**src/dps_map.svh**
```systemverilog
// Named offsets, field positions, reset values and timing figures of the deflection sequencer.
`ifndef DPS_MAP_SVH
`define DPS_MAP_SVH

// Register bus geometry.
`define DPS_AW 8
`define DPS_DW 32
`define DPS_ADDR_CTRL 8'h00
`define DPS_ADDR_STATUS 8'h04
`define DPS_ADDR_ONTIME 8'h08

// Control register fields.
`define DPS_CTRL_W 5
`define DPS_CTRL_RESET 5'h01
`define DPS_CTRL_STANDBY 0
`define DPS_CTRL_FBC_EN 1
`define DPS_CTRL_OVS_SEL 2
`define DPS_CTRL_TDIS_SEL 3
`define DPS_CTRL_ESS 4

// Status register fields.
`define DPS_ST_STATE_LO 0
`define DPS_ST_PLL 4
`define DPS_ST_DIS 5
`define DPS_ST_OVS 6
`define DPS_ST_DRIVE 7

// Clock and line timing.
`define DPS_CLK_NS 50
`define DPS_LINE_NS 64000
`define DPS_NOM_ON_NS 28800
`define DPS_LINE_CYC (`DPS_LINE_NS / `DPS_CLK_NS)
`define DPS_NOM_ON_CYC (`DPS_NOM_ON_NS / `DPS_CLK_NS)
`define DPS_OFF_CYC (`DPS_LINE_CYC - `DPS_NOM_ON_CYC)
`define DPS_LC_W 11
`define DPS_NOM_ON 11'h240
`define DPS_ON_ZERO 11'h000
`define DPS_ON_FIRST 11'h001

// Sequence times: ramps in ms, discharge in us.
`define DPS_START_MS 160
`define DPS_ESS_MS 1175
`define DPS_STOP_MS 50
`define DPS_DIS_SHORT_US 18600
`define DPS_DIS_LONG_US 25000
`define DPS_MS_CYC(ms) ((ms) * 1000000 / `DPS_CLK_NS)
`define DPS_US_CYC(us) ((us) * 1000 / `DPS_CLK_NS)
`define DPS_STEP_W 24
`define DPS_DIS_W 20

`endif

```
**src/dps_pkg.sv**
```systemverilog
// Types shared by the deflection sequencer modules.
package dps_pkg;

  typedef enum logic [3:0] {
    ST_OFF    = 4'b0000,
    ST_START  = 4'b0001,
    ST_RUN    = 4'b0010,
    ST_SWSCAN = 4'b0011,
    ST_SWFLY  = 4'b0100,
    ST_STOP   = 4'b0101,
    ST_FWSCAN = 4'b0110,
    ST_FWFLY  = 4'b0111,
    ST_FAIL   = 4'b1000
  } dps_state_t;

endpackage

```
**src/dps_ramp.sv**
```systemverilog
// Ramp pacer: releases one on-time step at a line start once the step interval has run out.
`timescale 1ns/1ns
`include "dps_map.svh"
module dps_ramp (
  input wire logic sys_clk, // system clock
  input wire logic rst_b, // synchronous reset, active low
  input wire logic run, // ramp in progress
  input wire logic line_start, // first cycle of a drive line
  input wire logic [`DPS_STEP_W-1:0] interval, // cycles between steps
  output logic step // one-cycle step permission
);
  import dps_pkg::*;

  logic [`DPS_STEP_W-1:0] cnt_q;
  logic [`DPS_STEP_W-1:0] cnt_d;
  logic pend_q;
  logic pend_d;
  logic expire;

  assign expire = run && (cnt_q >= interval - `DPS_STEP_W'h1);
  assign step = pend_q && line_start;
  assign cnt_d = (!run || expire) ? `DPS_STEP_W'h0 : cnt_q + `DPS_STEP_W'h1;
  // A step that expires in the line-start cycle stays pending for the next line.
  assign pend_d = run && (expire || (pend_q && !line_start));

  always_ff @(posedge sys_clk) begin
    if (!rst_b) begin
      cnt_q <= `DPS_STEP_W'h0;
      pend_q <= 1'b0;
    end else begin
      cnt_q <= cnt_d;
      pend_q <= pend_d;
    end
  end
endmodule

```
**src/dps_top.sv**
```systemverilog
// Horizontal drive switch-on and switch-off sequencer with its control registers.
// Function
// Standby waits for scan, then flyback end
// Slow stop lowers on-time stepwise to zero
// Discharge forced when slow stop begins, if enabled
// Overscan hold or keep vertical running
// Stop about 50 ms; discharge 18.6/25 ms
// Supply fail: wait vertical, discharge, drive on; the code acts on it only in start and run, and discharges only if enabled
// Monitor raises supply fail on supply drop
// Below power-on reset, drive and discharge stop
// Start with one-period on-time, normal off-time
// On-time ramps to nominal in 160 ms
// Close phase loop only at nominal frequency
// Extra slow start stretches ramp to 1175 ms
// Flyback blocks drive only in normal run; the code blocks it in every state except start and stop
// On-time changes by whole periods, once per line
//
// The address-and-strobe port and the address map were chosen for this implementation.
`timescale 1ns/1ns
`include "dps_map.svh"
module dps_top #(
  parameter int START_CYC = `DPS_MS_CYC(`DPS_START_MS), // normal ramp length
  parameter int ESS_CYC = `DPS_MS_CYC(`DPS_ESS_MS), // extra slow ramp length
  parameter int STOP_CYC = `DPS_MS_CYC(`DPS_STOP_MS), // slow stop length
  parameter int DIS_SHORT_CYC = `DPS_US_CYC(`DPS_DIS_SHORT_US), // short discharge
  parameter int DIS_LONG_CYC = `DPS_US_CYC(`DPS_DIS_LONG_US) // long discharge
) (
  input wire logic sys_clk, // system clock, 20 MHz
  input wire logic rst_b, // synchronous reset, active low
  input wire logic [`DPS_AW-1:0] reg_addr, // register byte address
  input wire logic [`DPS_DW-1:0] reg_wdata, // register write data
  input wire logic reg_wr, // write strobe
  input wire logic reg_rd, // read strobe
  output logic [`DPS_DW-1:0] reg_rdata, // read data, cycle after the strobe
  input wire logic flyback_in, // horizontal flyback pulse pin
  input wire logic vert_flyback_in, // high during vertical flyback
  input wire logic supply_fail_input, // supply monitor fail pin
  output logic horizontal_drive_out, // drive to the output transistor
  output logic discharge_force, // force fixed beam discharge current
  output logic overscan_hold, // hold vertical in overscan
  output logic pll_close, // phase loop may close
  output dps_pkg::dps_state_t seq_state // sequencer state
);
  import dps_pkg::*;

  localparam int START_STEP = START_CYC / `DPS_NOM_ON_CYC;
  localparam int ESS_STEP = ESS_CYC / `DPS_NOM_ON_CYC;
  localparam int STOP_STEP = STOP_CYC / `DPS_NOM_ON_CYC;
  localparam int NPIN = 3;

  ////////////////////////////////////////////////////////////////////////////////
  // Pin synchronisers.

  logic [NPIN-1:0] pin_raw;
  logic [NPIN-1:0] sync1_q;
  logic [NPIN-1:0] sync2_q;
  logic hfly;
  logic vfly;
  logic sfail;
  logic vfly_prev_q;
  logic vfly_rise;
  logic vfly_fall;

  assign pin_raw = {supply_fail_input, vert_flyback_in, flyback_in};

  genvar gi;
  generate
    for (gi = 0; gi < NPIN; gi++) begin : g_sync
      always_ff @(posedge sys_clk) begin
        if (!rst_b) begin
          sync1_q[gi] <= 1'b0;
          sync2_q[gi] <= 1'b0;
        end else begin
          sync1_q[gi] <= pin_raw[gi];
          sync2_q[gi] <= sync1_q[gi];
        end
      end
    end
  endgenerate

  assign hfly = sync2_q[0];
  assign vfly = sync2_q[1];
  assign sfail = sync2_q[2];
  // Rising edge ends the scan, falling edge ends the vertical flyback.
  assign vfly_rise = vfly && !vfly_prev_q;
  assign vfly_fall = !vfly && vfly_prev_q;

  ////////////////////////////////////////////////////////////////////////////////
  // Control register and bus slave.

  logic [`DPS_CTRL_W-1:0] ctrl_q;
  logic [`DPS_CTRL_W-1:0] ctrl_d;
  logic standby;
  logic fbc_en;
  logic ovs_sel;
  logic tdis_sel;
  logic extra_slow_start;
  logic ctrl_wr;
  logic [`DPS_DW-1:0] rd_mux;
  logic [`DPS_DW-1:0] rdata_d;
  logic [`DPS_DW-1:0] status_word;
  logic [`DPS_LC_W-1:0] on_q;

  assign ctrl_wr = reg_wr && (reg_addr == `DPS_ADDR_CTRL);
  assign ctrl_d = ctrl_wr ? reg_wdata[`DPS_CTRL_W-1:0] : ctrl_q;
  assign standby = ctrl_q[`DPS_CTRL_STANDBY];
  assign fbc_en = ctrl_q[`DPS_CTRL_FBC_EN];
  assign ovs_sel = ctrl_q[`DPS_CTRL_OVS_SEL];
  assign tdis_sel = ctrl_q[`DPS_CTRL_TDIS_SEL];
  assign extra_slow_start = ctrl_q[`DPS_CTRL_ESS];

  always_comb begin
    status_word = '0;
    status_word[`DPS_ST_STATE_LO +: 4] = seq_state;
    status_word[`DPS_ST_PLL] = pll_close;
    status_word[`DPS_ST_DIS] = discharge_force;
    status_word[`DPS_ST_OVS] = overscan_hold;
    status_word[`DPS_ST_DRIVE] = horizontal_drive_out;
  end

  // Unmapped addresses read as zero; the bus never waits.
  assign rd_mux = (reg_addr == `DPS_ADDR_CTRL) ? {{(`DPS_DW-`DPS_CTRL_W){1'b0}}, ctrl_q} :
                  (reg_addr == `DPS_ADDR_STATUS) ? status_word :
                  (reg_addr == `DPS_ADDR_ONTIME) ? {{(`DPS_DW-`DPS_LC_W){1'b0}}, on_q} :
                  '0;
  assign rdata_d = reg_rd ? rd_mux : '0;

  always_ff @(posedge sys_clk) begin
    if (!rst_b) begin
      ctrl_q <= `DPS_CTRL_RESET;
      reg_rdata <= '0;
      vfly_prev_q <= 1'b0;
    end else begin
      ctrl_q <= ctrl_d;
      reg_rdata <= rdata_d;
      vfly_prev_q <= vfly;
    end
  end

  ////////////////////////////////////////////////////////////////////////////////
  // Line counter: period is on-time plus the fixed normal off-time.

  logic [`DPS_LC_W-1:0] lc_q;
  logic [`DPS_LC_W-1:0] lc_d;
  logic [`DPS_LC_W-1:0] period;
  logic line_start;
  logic line_end;

  assign period = on_q + `DPS_LC_W'(`DPS_OFF_CYC);
  assign line_start = (lc_q == `DPS_ON_ZERO);
  assign line_end = (lc_q >= period - `DPS_ON_FIRST);
  assign lc_d = line_end ? `DPS_ON_ZERO : lc_q + `DPS_ON_FIRST;

  ////////////////////////////////////////////////////////////////////////////////
  // Ramp pacing.

  logic ramp_run;
  logic ramp_step;
  logic [`DPS_STEP_W-1:0] interval;

  assign ramp_run = (seq_state == ST_START) || (seq_state == ST_STOP);
  assign interval = (seq_state == ST_STOP) ? `DPS_STEP_W'(STOP_STEP) :
                    extra_slow_start ? `DPS_STEP_W'(ESS_STEP) :
                    `DPS_STEP_W'(START_STEP);

  dps_ramp u_ramp (
    .sys_clk(sys_clk),
    .rst_b(rst_b),
    .run(ramp_run),
    .line_start(line_start),
    .interval(interval),
    .step(ramp_step)
  );

  ////////////////////////////////////////////////////////////////////////////////
  // Sequencer.

  dps_state_t state_d;
  logic [`DPS_LC_W-1:0] on_d;
  logic fail_ok;

  // A supply failure during standby shutdown is left to the slow stop already under way.
  assign fail_ok = (seq_state == ST_START) || (seq_state == ST_RUN);

  always_comb begin
    state_d = seq_state;
    on_d = on_q;
    case (seq_state)
      ST_OFF: begin
        if (!standby) begin
          state_d = ST_START;
          on_d = `DPS_ON_FIRST;
        end
      end
      ST_START: begin
        if (sfail) begin
          state_d = ST_FWSCAN;
        end else if (standby) begin
          state_d = ST_SWSCAN;
        end else if (ramp_step) begin
          on_d = on_q + `DPS_ON_FIRST;
          if (on_d == `DPS_NOM_ON) begin
            state_d = ST_RUN;
          end
        end
      end
      ST_RUN: begin
        if (sfail) begin
          state_d = ST_FWSCAN;
        end else if (standby) begin
          state_d = ST_SWSCAN;
        end
      end
      ST_SWSCAN: begin
        if (vfly_rise) begin
          state_d = ST_SWFLY;
        end
      end
      ST_SWFLY: begin
        if (vfly_fall) begin
          state_d = ST_STOP;
        end
      end
      ST_STOP: begin
        if (on_q == `DPS_ON_ZERO) begin
          state_d = ST_OFF;
        end else if (ramp_step) begin
          on_d = on_q - `DPS_ON_FIRST;
        end
      end
      ST_FWSCAN: begin
        if (vfly_rise) begin
          state_d = ST_FWFLY;
        end
      end
      ST_FWFLY: begin
        if (vfly_fall) begin
          state_d = ST_FAIL;
        end
      end
      ST_FAIL: begin
        state_d = ST_FAIL;
      end
      default: begin
        state_d = ST_OFF;
        on_d = `DPS_ON_ZERO;
      end
    endcase
    if (!fail_ok && (state_d == ST_FWSCAN)) begin
      state_d = seq_state;
    end
  end

  ////////////////////////////////////////////////////////////////////////////////
  // Outputs: drive, discharge, overscan and phase loop release.

  logic [`DPS_DIS_W-1:0] dis_cnt_q;
  logic [`DPS_DIS_W-1:0] dis_cnt_d;
  logic [`DPS_DIS_W-1:0] dis_lim;
  logic drive_d;
  logic dis_d;
  logic ovs_d;
  logic shut_d;

  assign dis_lim = tdis_sel ? `DPS_DIS_W'(DIS_LONG_CYC) : `DPS_DIS_W'(DIS_SHORT_CYC);
  assign dis_cnt_d = (seq_state != ST_STOP) ? '0 :
                     (dis_cnt_q < dis_lim) ? dis_cnt_q + `DPS_DIS_W'h1 : dis_cnt_q;
  // Flyback gating would cut short pulses during the ramps, so it is applied in every state except start and stop.
  assign drive_d = (on_q != `DPS_ON_ZERO) && (lc_q < on_q) &&
                   !(hfly && (seq_state != ST_START) && (seq_state != ST_STOP));
  assign dis_d = fbc_en && (((state_d == ST_STOP) && (dis_cnt_d < dis_lim)) ||
                            (state_d == ST_FAIL));
  assign shut_d = (state_d == ST_STOP) || (state_d == ST_FAIL);
  assign ovs_d = ovs_sel && shut_d;

  // Synchronous reset doubles as power-on reset: drive and discharge drop with it.
  always_ff @(posedge sys_clk) begin
    if (!rst_b) begin
      seq_state <= ST_OFF;
      on_q <= `DPS_ON_ZERO;
      lc_q <= `DPS_ON_ZERO;
      dis_cnt_q <= '0;
      horizontal_drive_out <= 1'b0;
      discharge_force <= 1'b0;
      overscan_hold <= 1'b0;
      pll_close <= 1'b0;
    end else begin
      seq_state <= state_d;
      on_q <= on_d;
      lc_q <= lc_d;
      dis_cnt_q <= dis_cnt_d;
      horizontal_drive_out <= drive_d;
      discharge_force <= dis_d;
      overscan_hold <= ovs_d;
      pll_close <= (state_d == ST_RUN);
    end
  end

  ////////////////////////////////////////////////////////////////////////////////
  // Checks.

  a_stop_after_fly: assert property (@(posedge sys_clk) disable iff (!rst_b)
    (seq_state == ST_STOP) && ($past(seq_state) != ST_STOP) |->
      ($past(seq_state) == ST_SWFLY) && $past(vfly_fall))
    else $error("slow stop began without a completed vertical flyback");

  a_stop_ramp_down: assert property (@(posedge sys_clk) disable iff (!rst_b)
    (seq_state == ST_STOP) ##1 (seq_state == ST_STOP) |-> (on_q <= $past(on_q)))
    else $error("on-time rose during slow stop");

  a_dis_at_stop: assert property (@(posedge sys_clk) disable iff (!rst_b)
    (seq_state == ST_SWFLY) && vfly_fall && fbc_en && !ctrl_wr |=> discharge_force)
    else $error("discharge not forced at start of slow stop");

  a_overscan_sel: assert property (@(posedge sys_clk) disable iff (!rst_b)
    overscan_hold |-> $past(ovs_sel) && ((seq_state == ST_STOP) || (seq_state == ST_FAIL)))
    else $error("overscan hold without select bit or outside shutdown");

  a_dis_bounded: assert property (@(posedge sys_clk) disable iff (!rst_b)
    (seq_state == ST_STOP) |-> (dis_cnt_q <= dis_lim))
    else $error("discharge counter past its limit");

  a_fail_drive_on: assert property (@(posedge sys_clk) disable iff (!rst_b)
    (seq_state == ST_FAIL) ##1 (seq_state == ST_FAIL) |-> $stable(on_q) && (on_q != '0))
    else $error("drive changed after supply fail");

  a_start_one: assert property (@(posedge sys_clk) disable iff (!rst_b)
    (seq_state == ST_OFF) && (state_d == ST_START) |=> (on_q == `DPS_ON_FIRST))
    else $error("switch-on did not start with one-period on-time");

  a_pll_nominal: assert property (@(posedge sys_clk) disable iff (!rst_b)
    pll_close |-> (on_q == `DPS_NOM_ON))
    else $error("phase loop closed before nominal on-time");

  a_fly_gate: assert property (@(posedge sys_clk) disable iff (!rst_b)
    (seq_state != ST_START) && (seq_state != ST_STOP) && hfly |=> !horizontal_drive_out)
    else $error("drive active during flyback outside the ramps");

  a_one_step: assert property (@(posedge sys_clk) disable iff (!rst_b)
    ramp_run && ($past(seq_state) == seq_state) && !line_start |=> $stable(on_q))
    else $error("on-time changed away from a line start");

endmodule

```
**config.mk**
```make
export PLATFORM = sky130hd
export DESIGN_NAME = dps_top
export DESIGN_NICKNAME = d
export VERILOG_FILES = /design/src/dps_pkg.sv /design/src/dps_ramp.sv /design/src/dps_top.sv
export VERILOG_INCLUDE_DIRS = /design/src
export SDC_FILE = /design/constraint.sdc
export NUM_CORES = 1
export LEC_CHECK = 0
export ABC_AREA = 1
export BUFFER_PORTS_ARGS = -buffer_cell sky130_fd_sc_hd__buf_2
export CAP_MARGIN = 20
export CORE_ASPECT_RATIO = 0.75
export CORE_MARGIN = 5
export CORE_UTILIZATION = 25
export DETAILED_ROUTE_END_ITERATION = 6
export MAX_ROUTING_LAYER = met4
export PLACE_DENSITY_LB_ADDON = 0.15
export SKIP_LAST_GASP = 1
export SYNTH_ARGS = -nofsm -noshare
export SYNTH_HDL_FRONTEND = slang
export SYNTH_SLANG_ARGS = --single-unit
export TNS_END_PERCENT = 30
```
**constraint.sdc**
```tcl
create_clock -name sys_clk -period 3.12 [get_ports sys_clk]
set_input_delay 0.156 -clock sys_clk [delete_from_list [all_inputs] [get_ports sys_clk]]
set_output_delay 0.156 -clock sys_clk [all_outputs]
set_load 0.05 [all_outputs]
```
# Word-level counts from Yosys, hierarchy flattened
# Cells that the tools add are included.
# word_totals
elab_cells	131
output_inout_bits	40
ff_bits	119
in_bits	47
# classes
n_reduce_logical	40
magnitude_cmp	5
bitwise_logic	4
n_eq_ne	23
muxes	29
n_addsub	8
# ops
op	count
2-to-1 mux 11 bit	6
2-to-1 mux 4 bit	13
case mux 11 bit (4 select lines)	1
< comparator 20 x 19 -> 1 bit	2
2-to-1 mux 20 bit	2
case mux 4 bit (9 select lines)	1
2-to-1 mux 16 bit	2
adder 24 x 1 -> 24 bit (second input constant)	1
== test 4 x 3 -> 1 bit (second input constant)	6
>= comparator 24 bit	1
adder 11 x 1 -> 11 bit (second input constant)	2
zero test 11 bit	2
subtractor 11 x 1 -> 11 bit (second input constant)	2
adder 20 x 1 -> 20 bit (second input constant)	1
2-to-1 mux 18 bit	1
subtractor 16 x 1 -> 17 bit (second input constant)	1
2-to-1 mux 8 bit	2
logical AND 1 bit	15
== test 4 x 2 -> 1 bit (second input constant)	3
inequality test 2 bit (second input constant)	6
adder 11 x 10 -> 11 bit (second input constant)	1
== test 11 x 10 -> 1 bit (second input constant)	1
>= comparator 11 bit	1
< comparator 11 bit	1
20 further kinds	35

# Depth between registers and ports, before layout
# Gate-level depths: netlist (run 1).
# depth
word_depth	14
depth_mapped	21
mapped_depth_nobuf	20

# Modules after synthesis
# From an unflattened synthesis (run 1), not the netlist that was laid out.
# unflattened
hier_cells	1123
area_unflattened_um2	7514.7
# by_module_without_submodules
mod	cells_per_inst	area_per_inst_um2	n_inst
dps_top	758	5047.3	1
dps_ramp	365	2467.4	1

# Worst setup path after synthesis (run 1)
# No wires, ideal clock.
# synth_path
path_type	reg2reg
start	reg seq_state[1]
end	reg u_ramp.cnt_q[10]
path_stages_with_launch	16
arrival_time_ps	2841
path_slack_ps	152
synth_period_minus_slack_ps	2968
setup_ps	126
required_time_ps	2994
n_path_buf	2
cell_sequence	dfxtp_1 -> inv_2 -> nand3_4 -> nor2_4 -> inv_2 -> clkbuf_1 -> nand2_1 -> ha_1 -> nand2_1 -> inv_1 -> nand3_1 -> nor3_1 -> nand3_1 -> nand4_1 -> clkbuf_1 -> nor2_1
# synth_between
elab_chain_cells	7
word_cells_on_any_way	10
cone_classes	add/sub: 1; order compare: 1; eq/ne: 2; mux: 1; reduce/logical: 5
# synth_lines
item	line_no	source
start, declared	dps_top.sv:42	output dps_pkg::dps_state_t seq_state
start signal, assigned	dps_top.sv:288	seq_state <= state_d;
== test 4 x 3 -> 1 bit	dps_top.sv:161, dps_top.sv:162	
2-to-1 mux 16 bit	dps_top.sv:162	assign interval = (seq_state == ST_STOP) ? `DPS_STEP_W'(STOP_STEP) :
subtractor 16 x 1 -> 17 bit	dps_ramp.sv:20	assign expire = run && (cnt_q >= interval - `DPS_STEP_W'h1);
>= comparator 24 bit	dps_ramp.sv:20	
logical AND 1 bit	dps_ramp.sv:20	
logical OR 1 bit (*)	dps_ramp.sv:22	assign cnt_d = (!run || expire) ? `DPS_STEP_W'h0 : cnt_q + `DPS_STEP_W'h1;
OR reduction 2 bit (no source line) (*)	-	
end signal, assigned	dps_ramp.sv:28	cnt_q <= `DPS_STEP_W'h0;
end signal, assigned	dps_ramp.sv:31	cnt_q <= cnt_d;
end, declared	dps_ramp.sv:14	logic [`DPS_STEP_W-1:0] cnt_q;
# Mark *: on every way between the ends. The rest lies on a longest branch, timed or not.
# A chain may end at the register's enable or synchronous reset.

# Final worst setup path (run 1)
# layout_path
start	reg ctrl_q[3]
end	reg discharge_force
# layout_between
elab_chain_cells	8
# layout_lines
item	line_no	source
start, declared	dps_top.sv:91	logic [`DPS_CTRL_W-1:0] ctrl_q;
start signal, assigned	dps_top.sv:130	ctrl_q <= `DPS_CTRL_RESET;
start signal, assigned	dps_top.sv:134	ctrl_q <= ctrl_d;
2-to-1 mux 18 bit	dps_top.sv:265	assign dis_lim = tdis_sel ? `DPS_DIS_W'(DIS_LONG_CYC) : `DPS_DIS_W'(DIS_SHORT_CYC);
< comparator 20 x 19 -> 1 bit	dps_top.sv:267	(dis_cnt_q < dis_lim) ? dis_cnt_q + `DPS_DIS_W'h1 : dis_cnt_q;
2-to-1 mux 20 bit	dps_top.sv:267	
2-to-1 mux 20 bit	dps_top.sv:266	assign dis_cnt_d = (seq_state != ST_STOP) ? '0 :
via dis_cnt_d[11]	dps_top.sv:258	logic [`DPS_DIS_W-1:0] dis_cnt_d;
< comparator 20 x 19 -> 1 bit	dps_top.sv:271	assign dis_d = fbc_en && (((state_d == ST_STOP) && (dis_cnt_d < dis_lim)) ||
logical AND 1 bit	dps_top.sv:271	
logical OR 1 bit	dps_top.sv:271	
logical AND 1 bit	dps_top.sv:271	
end signal, assigned	dps_top.sv:293	discharge_force <= dis_d;
end, declared	dps_top.sv:39	output logic discharge_force,
# The timed path passes the listed nets, and every way through them passes these cells.

==> impl_metrics.py, run 1 <==
metrics = {
    "floorplanning": {
        "die_area_um2": 28800,
        "die_w_um": 194,
        "fp.dieH_um": 148,
        "initial_utilization": 0.255,
        "core_area_um2": 25000,
        "core.rowCount": 50,
        "ios": 87,
    },
    "sta": {
        "fin_crit_sh": 0.905,
        "rsz0062_at_grt": "false",
        "max_slew_margin": 0.550,
        "setup_viol": 0,
        "holdWs_ps": 40.5,
        "hold_viol": 0,
        "tightestPinTransition_ps": 674,
        "fin_skew_ps": 15.6,
        "fin_setup_tns_ps": 0,
        "fmax_mhz": 354,
        "post-route-min-period_ps": 2820,
        "drv_slew": 0,
    },
    "setup_path": {
        "cp.arrival_ps": 3110,
        "slowest_stage": "dfxtp_1",
        "crit_family": "simple AND/OR/NAND/NOR gates",
        "worstPathRequired_ps": 3410,
        "crit_top_cell": "nand2_1",
        "path_cells": "inv_1 > ha_1 > nand2_1 > nor2_1 > nand2_1 > nand2_2 > a21oi_4 > buf_4 > a31oi_1 > nor3_1 > ha_1 > a21oi_1 > o21ai_0 > inv_1 > nand2_1 > nand2_1 > nand3_2 > a21oi_2",
        "critical_path_class": "flop to flop",
        "critPathCaptureType": "flop",
        "slowest_delay_ps": 460,
        "path_max_fanout": 11,
        "worst-path-buf-inv": 3,
        "critPathLaunchType": "flop",
    },
    "detailed_routing": {
        "drtAntennaViolNets": 0,
        "routedWlPerCell_um": 13.8,
        "drt_pre_antenna_iters": 4,
        "vias_per_cell": 4.30,
        "finalWirelength_mm": 18.3,
        "drt_iter0_drc": 343,
        "vias": 5674,
        "drc": 0,
    },
    "logic_synthesis": {
        "ys_ff_latch": 98,
        "synth_top_area_frac": 0.308,
        "postSynthCellCount": 925,
        "netlist-cell-type-count": 54,
        "synth_flop_cell": "dfxtp_1",
        "netlist_area_um2": 6380,
        "synth_area_per_cell_um2": 6.89,
        "synth.area.top_cells": "dfxtp_1 31%, nand2_1 13%, ha_1 9.4%",
        "yosys_warnings": 0,
        "synth-edff-count": 0,
        "ys_seq_area_frac": 0.308,
        "async_flop_share": 0,
        "synth_top_area_cell": "dfxtp_1",
    },
    "clock_tree": {
        "hold_buffers": 2,
        "cts_tree": "done",
        "clk_path_buf_depth": 2,
        "cts_post_setup_buffers_inserted": 0,
        "cts-root-buf": "clkbuf_16",
        "htreeDepth": 3,
        "clk_transition_reported_paths_ps": 80,
        "cts.sinks": 98,
        "cts_made_buffers": 9,
        "postCtsResizedCells": 0,
        "insertion_delay_ps": 360,
    },
    "cells_and_area": {
        "nets": 1074,
        "n_antenna_cell": 0,
        "instances_no_fill": 1321,
        "syn2layout_area_growth_pct": 13.6,
        "drive_above_1_share": 0.131,
    },
    "global_routing": {
        "grt-ovfl-total": 0,
        "grt_pass1_vias": 5366,
        "grt_max_degree": 19,
        "track_usage": 0.133,
        "grt_pass1_wl_mm": 29.8,
        "grt_antenna_before_repair": 0,
    },
    "hold_path": {
        "hp-class": "input port to flop",
    },
    "run": {
        "cap_violations": 0,
    },
    "place": {
        "port_buffers": 38,
        "gp_congestion": 0.869,
        "hpwlAfterDp_mm": 14.4,
        "dp_cells": 1304,
    },
    "power": {
        "p_per_area_nw_per_um2": 399,
        "ir_drop_uv": 263,
        "finalPower_w": 0.00289,
        "p_leak_nw": 3.11,
    },
    "run_status": {
        "status": "completed",
    },
}
-- cells by family (layout without fill, tap and decap cells) --
kind of cell	count (synthesis)	after routing	share of synthesized area
flops	98	98	0.308
other cells	1	29	0.000588
buf+inv	145	175	0.105
fa+ha+maj	48	48	0.0942
compound gates	122	122	0.108
simple gates	477	477	0.338
xor+xnor	34	34	0.0467
-- layout make-up --
cell class                      count  area, um^2
Clock inverter                      5        55.1
Timing Repair Buffer               55         323
Multi-Input combinational cell    710        3850
Tap cell                          338         423
Fill cell                        2774       17800
Clock buffer                       10         239
Inverter                          105         395
Sequential cell                    98        1960
-- metrics by stage --
| stage | worst slack [ps] | utilization | instance area, um^2 |
|---|---|---|---|
| 5_1_grt | 4.16 | 0.290 | 7240 |
| 3_3_place_gp | 337 | 0.277 | 6930 |
| 2_1_floorplan | 152 | - | 6480 |
| 6_report | 297 | 0.290 | 7240 |
| 4_1_cts | 274 | 0.290 | 7240 |
| 3_5_place_dp | 291 | 0.277 | 6930 |
-- tightest hold or removal path: stages --
cell and delay (ps):
buf_2 100, nand2_1 50, o211ai_1 60
-- placed cells by master (no fill, tap or decap), types with 5 or more instances in the layout --
cell type,count
clkbuf_16,9
xnor2_1,6
nand3_2,6
nand2_2,11
inv_1,88
nand2_1,218
conb_1,29
nand4_1,17
buf_2,38
a31oi_1,5
xor2_1,28
nand3_1,49
nor3_1,11
nor2_2,12
a21oi_1,59
nor2_1,126
o21ai_0,32
dfxtp_1,98
o21ai_1,5
ha_1,48
buf_4,15
inv_2,12
-- worst paths after layout --
kind / startpoint / to / slack [ps] / cells past startpoint
max: ctrl_q[3] / discharge_force / 300 / 18
min: reg_wdata[0] / ctrl_q[0] / 40 / 3
max reg2reg: ctrl_q[3] / discharge_force / 300 / 18
min reg2reg: sync1_q[2] / sfail / 430 / 2
-- power breakdown --
part           switching, W  internal (W)  leakage, nW
logic              0.000322      0.000124         2.17
registers         0.0000236       0.00127        0.794
clock network      0.000512      0.000637        0.140
total              0.000857       0.00204         3.11
-- sequential cells by signal (all words and copies together) (netlist names), 3 cells and up --
| signal | count |
|---|---|
| on_q | 11 |
| seq_state | 4 |
| u_ramp.cnt_q | 24 |
| ctrl_q | 5 |
| lc_q | 11 |
| sync1_q | 3 |
| dis_cnt_q | 20 |
| reg_rdata | 11 |
-- synthesized netlist by cell type, types with 2 or more instances --
library cell and instances:
inv_1 88, nor3b_1 3, nand2_2 11, nand4_1 17
a21oi_2 3, nor3_1 11, nor2_4 4, clkinv_1 4
nor2_1 126, nand2_1 218, xor2_1 28, o21ai_1 5
nor4_1 4, o22ai_1 4, inv_2 12, buf_4 26
a31oi_1 5, a21oi_1 59, nand3_2 6, nand3b_1 2
nor2_2 12, buf_2 4, clkbuf_1 7, nor4_2 2
a21o_1 2, dfxtp_1 98, o211ai_1 3, nand3_1 49
ha_1 48, o21a_1 2, xnor2_1 6, o21ai_0 32
nor3_2 3
-- metal layers --
| metal | part of all wire | vias to the layer above | track usage | wire length [um] |
|---|---|---|---|---|
| li1 | - | 3051 | - | - |
| met1 | 0.58 | 2530 | 0.204 | 10600 |
| met2 | 0.38 | 82 | 0.175 | 6910 |
| met3 | 0.033 | 11 | 0.0276 | 602 |
| met4 | 0.0095 | 0 | 0.0306 | 174 |
| met5 | 0 | - | - | 0 |
Power figures use the tool's default switching activity.
==> inputs of run 2 (changes only) <==
- clock period: 3.12 -> 2.5 ns (I/O delays scaled with it)
==> impl_metrics.py, run 2 (synthesized netlist as in run 1, its figures left out) <==
metrics = {
    "power": {
        "comb_power_share": 0.162,
        "finalPower_w": 0.00390,
        "p_per_area_nw_per_um2": 499,
        "p_leak_nw": 3.40,
        "ir_drop_uv": 338,
        "power.share.clock": 0.425,
        "switching_power_w": 0.00111,
        "seqPwrFrac": 0.412,
        "switching_share": 0.283,
        "internal-power_w": 0.00279,
    },
    "hold_path": {
        "hp-class": "input port to flop",
        "min_path_cells": 3,
    },
    "cells_and_area": {
        "nets": 1111,
        "layout_common_cells": "214 x nand2_1, 124 x nor2_1, 91 x dfxtp_1",
        "drive_above_1_share": 0.194,
        "largest_reg_flops": 24,
        "num-fill-cells": 2781,
        "largest_registers": "u_ramp.cnt_q (24), dis_cnt_q (20)",
        "fin_area_um2": 7820,
        "final_common_cell": "nand2_1",
        "n_antenna_cell": 0,
        "largest-register": "u_ramp.cnt_q",
        "syn2layout_area_growth_pct": 22.6,
        "fin_util": 0.313,
    },
    "setup_path": {
        "slowest_stage": "dfxtp_4",
        "path_cells": "ha_4 > nand2_2 > nand2_1 > nor2_2 > nand2_2 > a21oi_4 > nand2_4 > nor3_4 > nand3_1 > nand2_1 > nor2_1 > ha_1 > inv_2 > nor2_4 > nand3_4 > nor2_2 > nand2_1 > nand3_2 > a21oi_2",
        "critPathLaunchType": "flop",
        "r2r_cells": 19,
        "path_max_fanout": 5,
        "crit_top_cell": "nand2_1",
        "slowest_delay_ps": 380,
        "critPathCaptureType": "flop",
        "critical_path_class": "flop to flop",
        "cp.arrival_ps": 2740,
        "worstPathRequired_ps": 2740,
    },
    "floorplanning": {
        "die_area_um2": 28800,
        "initial_utilization": 0.255,
        "die_w_um": 194,
        "fp.dieH_um": 148,
        "ios": 87,
        "core.rowCount": 50,
        "core_area_um2": 25000,
    },
    "clock_tree": {
        "clk_transition_reported_paths_ps": 80,
        "insertion_delay_ps": 360,
        "cts-root-buf": "clkbuf_16",
        "cts_made_buffers": 9,
        "htreeDepth": 3,
        "clk_path_buf_depth": 2,
        "cts.sinks": 98,
        "cts_tree": "done",
    },
    "detailed_routing": {
        "vias_per_cell": 4.28,
        "drt_iter0_drc": 344,
        "wl_met2_mm": 6.81,
        "drc": 0,
        "met3WireLength_um": 821,
        "m1WireLength_mm": 10.5,
        "drt_pre_antenna_iters": 5,
        "finalWirelength_mm": 18.3,
        "drtAntennaViolNets": 0,
        "maxUsedRoutingLayer": "met4",
        "vias": 5820,
        "routedWlPerCell_um": 13.5,
    },
    "run": {
        "cap_violations": 0,
    },
    "sta": {
        "fin_crit_sh": 1.00,
        "drv_slew": 0,
        "setup_viol": 1,
        "max_slew_margin": 0.643,
        "worst_slack_ps": -0.414,
        "fmax_mhz": 400,
        "fin_setup_tns_ps": -0.414,
        "tightestPinTransition_ps": 534,
        "fin_skew_ps": 13.5,
        "hold_viol": 0,
        "rsz0062_at_grt": "true",
        "post-route-min-period_ps": 2500,
        "holdWs_ps": 28.8,
    },
    "global_routing": {
        "grt_antenna_before_repair": 0,
        "grt-ovfl-total": 0,
        "grt_max_degree": 22,
        "grt_pass1_wl_mm": 29.2,
        "grt_pass1_vias": 5340,
        "track_usage": 0.129,
    },
    "run_status": {
        "violations": "setup timing",
        "status": "complete, but fails checks",
    },
    "place": {
        "hpwlAfterDp_mm": 14.5,
        "port_buffers": 38,
        "placed_cell_area_um2": 7240,
        "gp_congestion": 0.868,
    },
}
run 2: cell count changes in the layout (fill, tap and decap cells not counted), moves of 4 or more:
cell and delta:
buf_4 +33, dfxtp_1 -7, ha_1 -5, ha_4 +5, dfxtp_4 +4, nand2_1 -4
run 2: worst paths after layout:
kind	startpoint	endpoint	slack, ps
worst min-delay path	reg_rd	reg_rdata[4]	30
worst max-delay path	ctrl_q[3]	discharge_force	-0.4
worst min register to register	vfly	vfly_prev_q	430
worst max register to register	ctrl_q[3]	discharge_force	-0.4
run 2: routing by layer:
metal  up-vias  GRT usage
met5         -          -
met2       123      0.167
li1       3124          -
met4         0     0.0260
met1      2562      0.203
met3        11     0.0251
run 2: final cells by class:
class | instances | area [um^2] | share of cell area
clock inverter | 4 | 77.6 | 0.00992
sequential | 98 | 1980 | 0.253
inverter | 105 | 398 | 0.0509
clock buffer | 12 | 278 | 0.0355
tap | 338 | 423 | 0.0541
timing repair buffer | 92 | 632 | 0.0808
multi-input combinational | 710 | 4030 | 0.516
run 2: power groups by stage:
stage | Sequential [W] | Clock [W] | Combinational [W]
after floorplan | 0.00167 | 0 | 0.000404
after global placement | 0.00164 | 0 | 0.000584
after detailed placement | 0.00164 | 0 | 0.000582
after CTS | 0.00161 | 0.00171 | 0.000587
after global routing | 0.00161 | 0.00177 | 0.000707
final | 0.00161 | 0.00166 | 0.000633
run 2: timing repair:
action	in CTS	in global routing
hold buffers	3	0
buffers inserted	1	5
setup endpoints to repair	1	30
pin swaps	1	17
endpoints found under the hold margin	3	0
gates resized for setup	1	27
run 2: metrics by stage:
step                setup slack (ps)  std cells
floorplan                      -33.3        953
global placement                5.96       1334
detailed placement             -26.0       1334
CTS                             2.78       1354
global route                    -184       1359
finish                        -0.414       1359
run 2: critical path, delay by kind of cell (launching register included):
family                     cells  cell delay, ps
and+or+nand+nor               14            1160
adders and majority gates      2             530
DFF                            1             380
AOI/OAI and AO/OA              2             260
buffers and inverters          1              40
==> inputs of run 3 (changes only) <==
- SKIP_CTS_REPAIR_TIMING: unset -> 1
- clock period: 2.5 -> 2.71 ns (I/O delays scaled with it)
==> impl_metrics.py, run 3 (synthesized netlist as in run 1, its figures left out) <==
metrics = {
    "place": {
        "hpwlAfterDp_mm": 14.7,
        "port_buffers": 38,
        "gp_congestion": 0.866,
    },
    "sta": {
        "holdWs_ps": 12.3,
        "fmax_mhz": 391,
        "tightestPinTransition_ps": 551,
        "post-route-min-period_ps": 2560,
        "fin_crit_sh": 0.945,
        "drv_slew": 0,
        "fin_setup_tns_ps": 0,
        "setup_viol": 0,
        "max_slew_margin": 0.629,
        "rsz0062_at_grt": "true",
        "hold_viol": 0,
        "fin_skew_ps": 16.0,
    },
    "hold_path": {
        "hp-class": "input port to flop",
    },
    "floorplanning": {
        "fp.dieH_um": 148,
        "die_w_um": 194,
        "core.rowCount": 50,
        "initial_utilization": 0.255,
        "die_area_um2": 28800,
        "core_area_um2": 25000,
        "ios": 87,
    },
    "detailed_routing": {
        "drtAntennaViolNets": 0,
        "drt_iter0_drc": 313,
        "vias_per_cell": 4.30,
        "drt_pre_antenna_iters": 5,
        "routedWlPerCell_um": 13.9,
        "finalWirelength_mm": 18.6,
        "vias": 5736,
        "drc": 0,
    },
    "setup_path": {
        "critPathLaunchType": "flop",
        "crit_family": "simple AND/OR/NAND/NOR gates",
        "path_max_fanout": 4,
        "crit_top_cell": "nand2_1",
        "worstPathRequired_ps": 2970,
        "critical_path_class": "flop to flop",
        "path_cells": "inv_2 > ha_1 > nand2_1 > nor2_1 > nand2_1 > nand2_2 > a21oi_4 > nand2_2 > nor3_4 > nand3_1 > nand2_1 > nor2_1 > ha_1 > inv_1 > nor2_2 > nand3_2 > nor2_2 > nand2_1 > nand3_2 > a21oi_2",
        "slowest_delay_ps": 400,
        "cp.arrival_ps": 2820,
        "critPathCaptureType": "flop",
        "slowest_stage": "dfxtp_4",
        "worst-path-buf-inv": 2,
    },
    "clock_tree": {
        "cts_tree": "done",
        "clk_transition_reported_paths_ps": 80,
        "insertion_delay_ps": 370,
        "cts.sinks": 98,
        "cts-root-buf": "clkbuf_16",
        "clk_path_buf_depth": 2,
        "htreeDepth": 3,
        "cts_made_buffers": 9,
    },
    "cells_and_area": {
        "num-fill-cells": 2767,
        "layout_common_cells": "217 x nand2_1, 125 x nor2_1, 92 x dfxtp_1",
        "largest_registers": "u_ramp.cnt_q (24), dis_cnt_q (20)",
        "final_common_cell": "nand2_1",
        "n_antenna_cell": 0,
        "drive_above_1_share": 0.158,
        "nets": 1087,
        "syn2layout_area_growth_pct": 17.3,
        "largest_reg_flops": 24,
        "largest-register": "u_ramp.cnt_q",
    },
    "power": {
        "ir_drop_uv": 291,
        "p_leak_nw": 3.22,
        "p_per_area_nw_per_um2": 470,
    },
    "run_status": {
        "status": "completed",
    },
    "global_routing": {
        "grt-ovfl-total": 0,
        "track_usage": 0.135,
        "grt_antenna_before_repair": 0,
        "grt_pass1_wl_mm": 30.2,
        "grt_pass1_vias": 5315,
        "grt_max_degree": 18,
    },
    "run": {
        "cap_violations": 0,
    },
}
## run 3: cell count changes in the layout (fill, tap and decap cells not counted), sizes merged
cell | previous run | this run
buf | 89 | 65
clkbuf | 12 | 11
clkinvlp | 0 | 1
## run 3: worst paths after layout
path | startpoint | end | slack, ps | cells after the start
max | ctrl_q[3] | discharge_force | 150 | 20
min reg2reg | vfly | vfly_prev_q | 430 | 2
min | reg_wdata[0] | ctrl_q[0] | 10 | 3
max reg2reg | ctrl_q[3] | discharge_force | 150 | 20
## run 3: power breakdown
part,switching [W],total [W],internal (W)
Combinational,0.000380,0.000547,0.000167
Clock,0.000615,0.00148,0.000865
Sequential,0.0000230,0.00149,0.00147
Total,0.00102,0.00352,0.00250
## run 3: per-layer routing
metal | wire length, um | GRT usage
met5 | 0 | -
met2 | 6820 | 0.175
met1 | 10600 | 0.209
met3 | 918 | 0.0274
met4 | 225 | 0.0327
## run 3: layout make-up
| type | instances | area, um^2 | area share |
|---|---|---|---|
| clock buffer | 11 | 253 | 0.0338 |
| clock inverter | 5 | 85.1 | 0.0114 |
| inverter | 105 | 398 | 0.0532 |
| multi-input combinational | 710 | 3920 | 0.525 |
| sequential | 98 | 1970 | 0.264 |
| tap | 338 | 423 | 0.0566 |
| timing repair buffer | 68 | 423 | 0.0566 |
## run 3: metrics by stage
step,util,cells,total power (W),setup WS [ps],cell area [um^2]
floorplan,-,953,0.00192,18.7,6490
global placement,0.280,1314,0.00205,116,7010
detailed placement,0.280,1314,0.00205,54.9,7010
CTS,0.294,1330,0.00356,35.4,7350
global route,0.299,1335,0.00371,-18.3,7480
finish,0.299,1335,0.00352,150,7480
## run 3: worst register-to-register path, stage by stage, from the launching register on
cell and delay, ps:
dfxtp_4 400, inv_2 60, ha_1 290, nand2_1 70
nor2_1 40, nand2_1 70, nand2_2 70, a21oi_4 150
nand2_2 100, nor3_4 220, nand3_1 100, nand2_1 80
nor2_1 50, ha_1 270, inv_1 40, nor2_2 80
nand3_2 100, nor2_2 100, nand2_1 60, nand3_2 70
a21oi_2 40
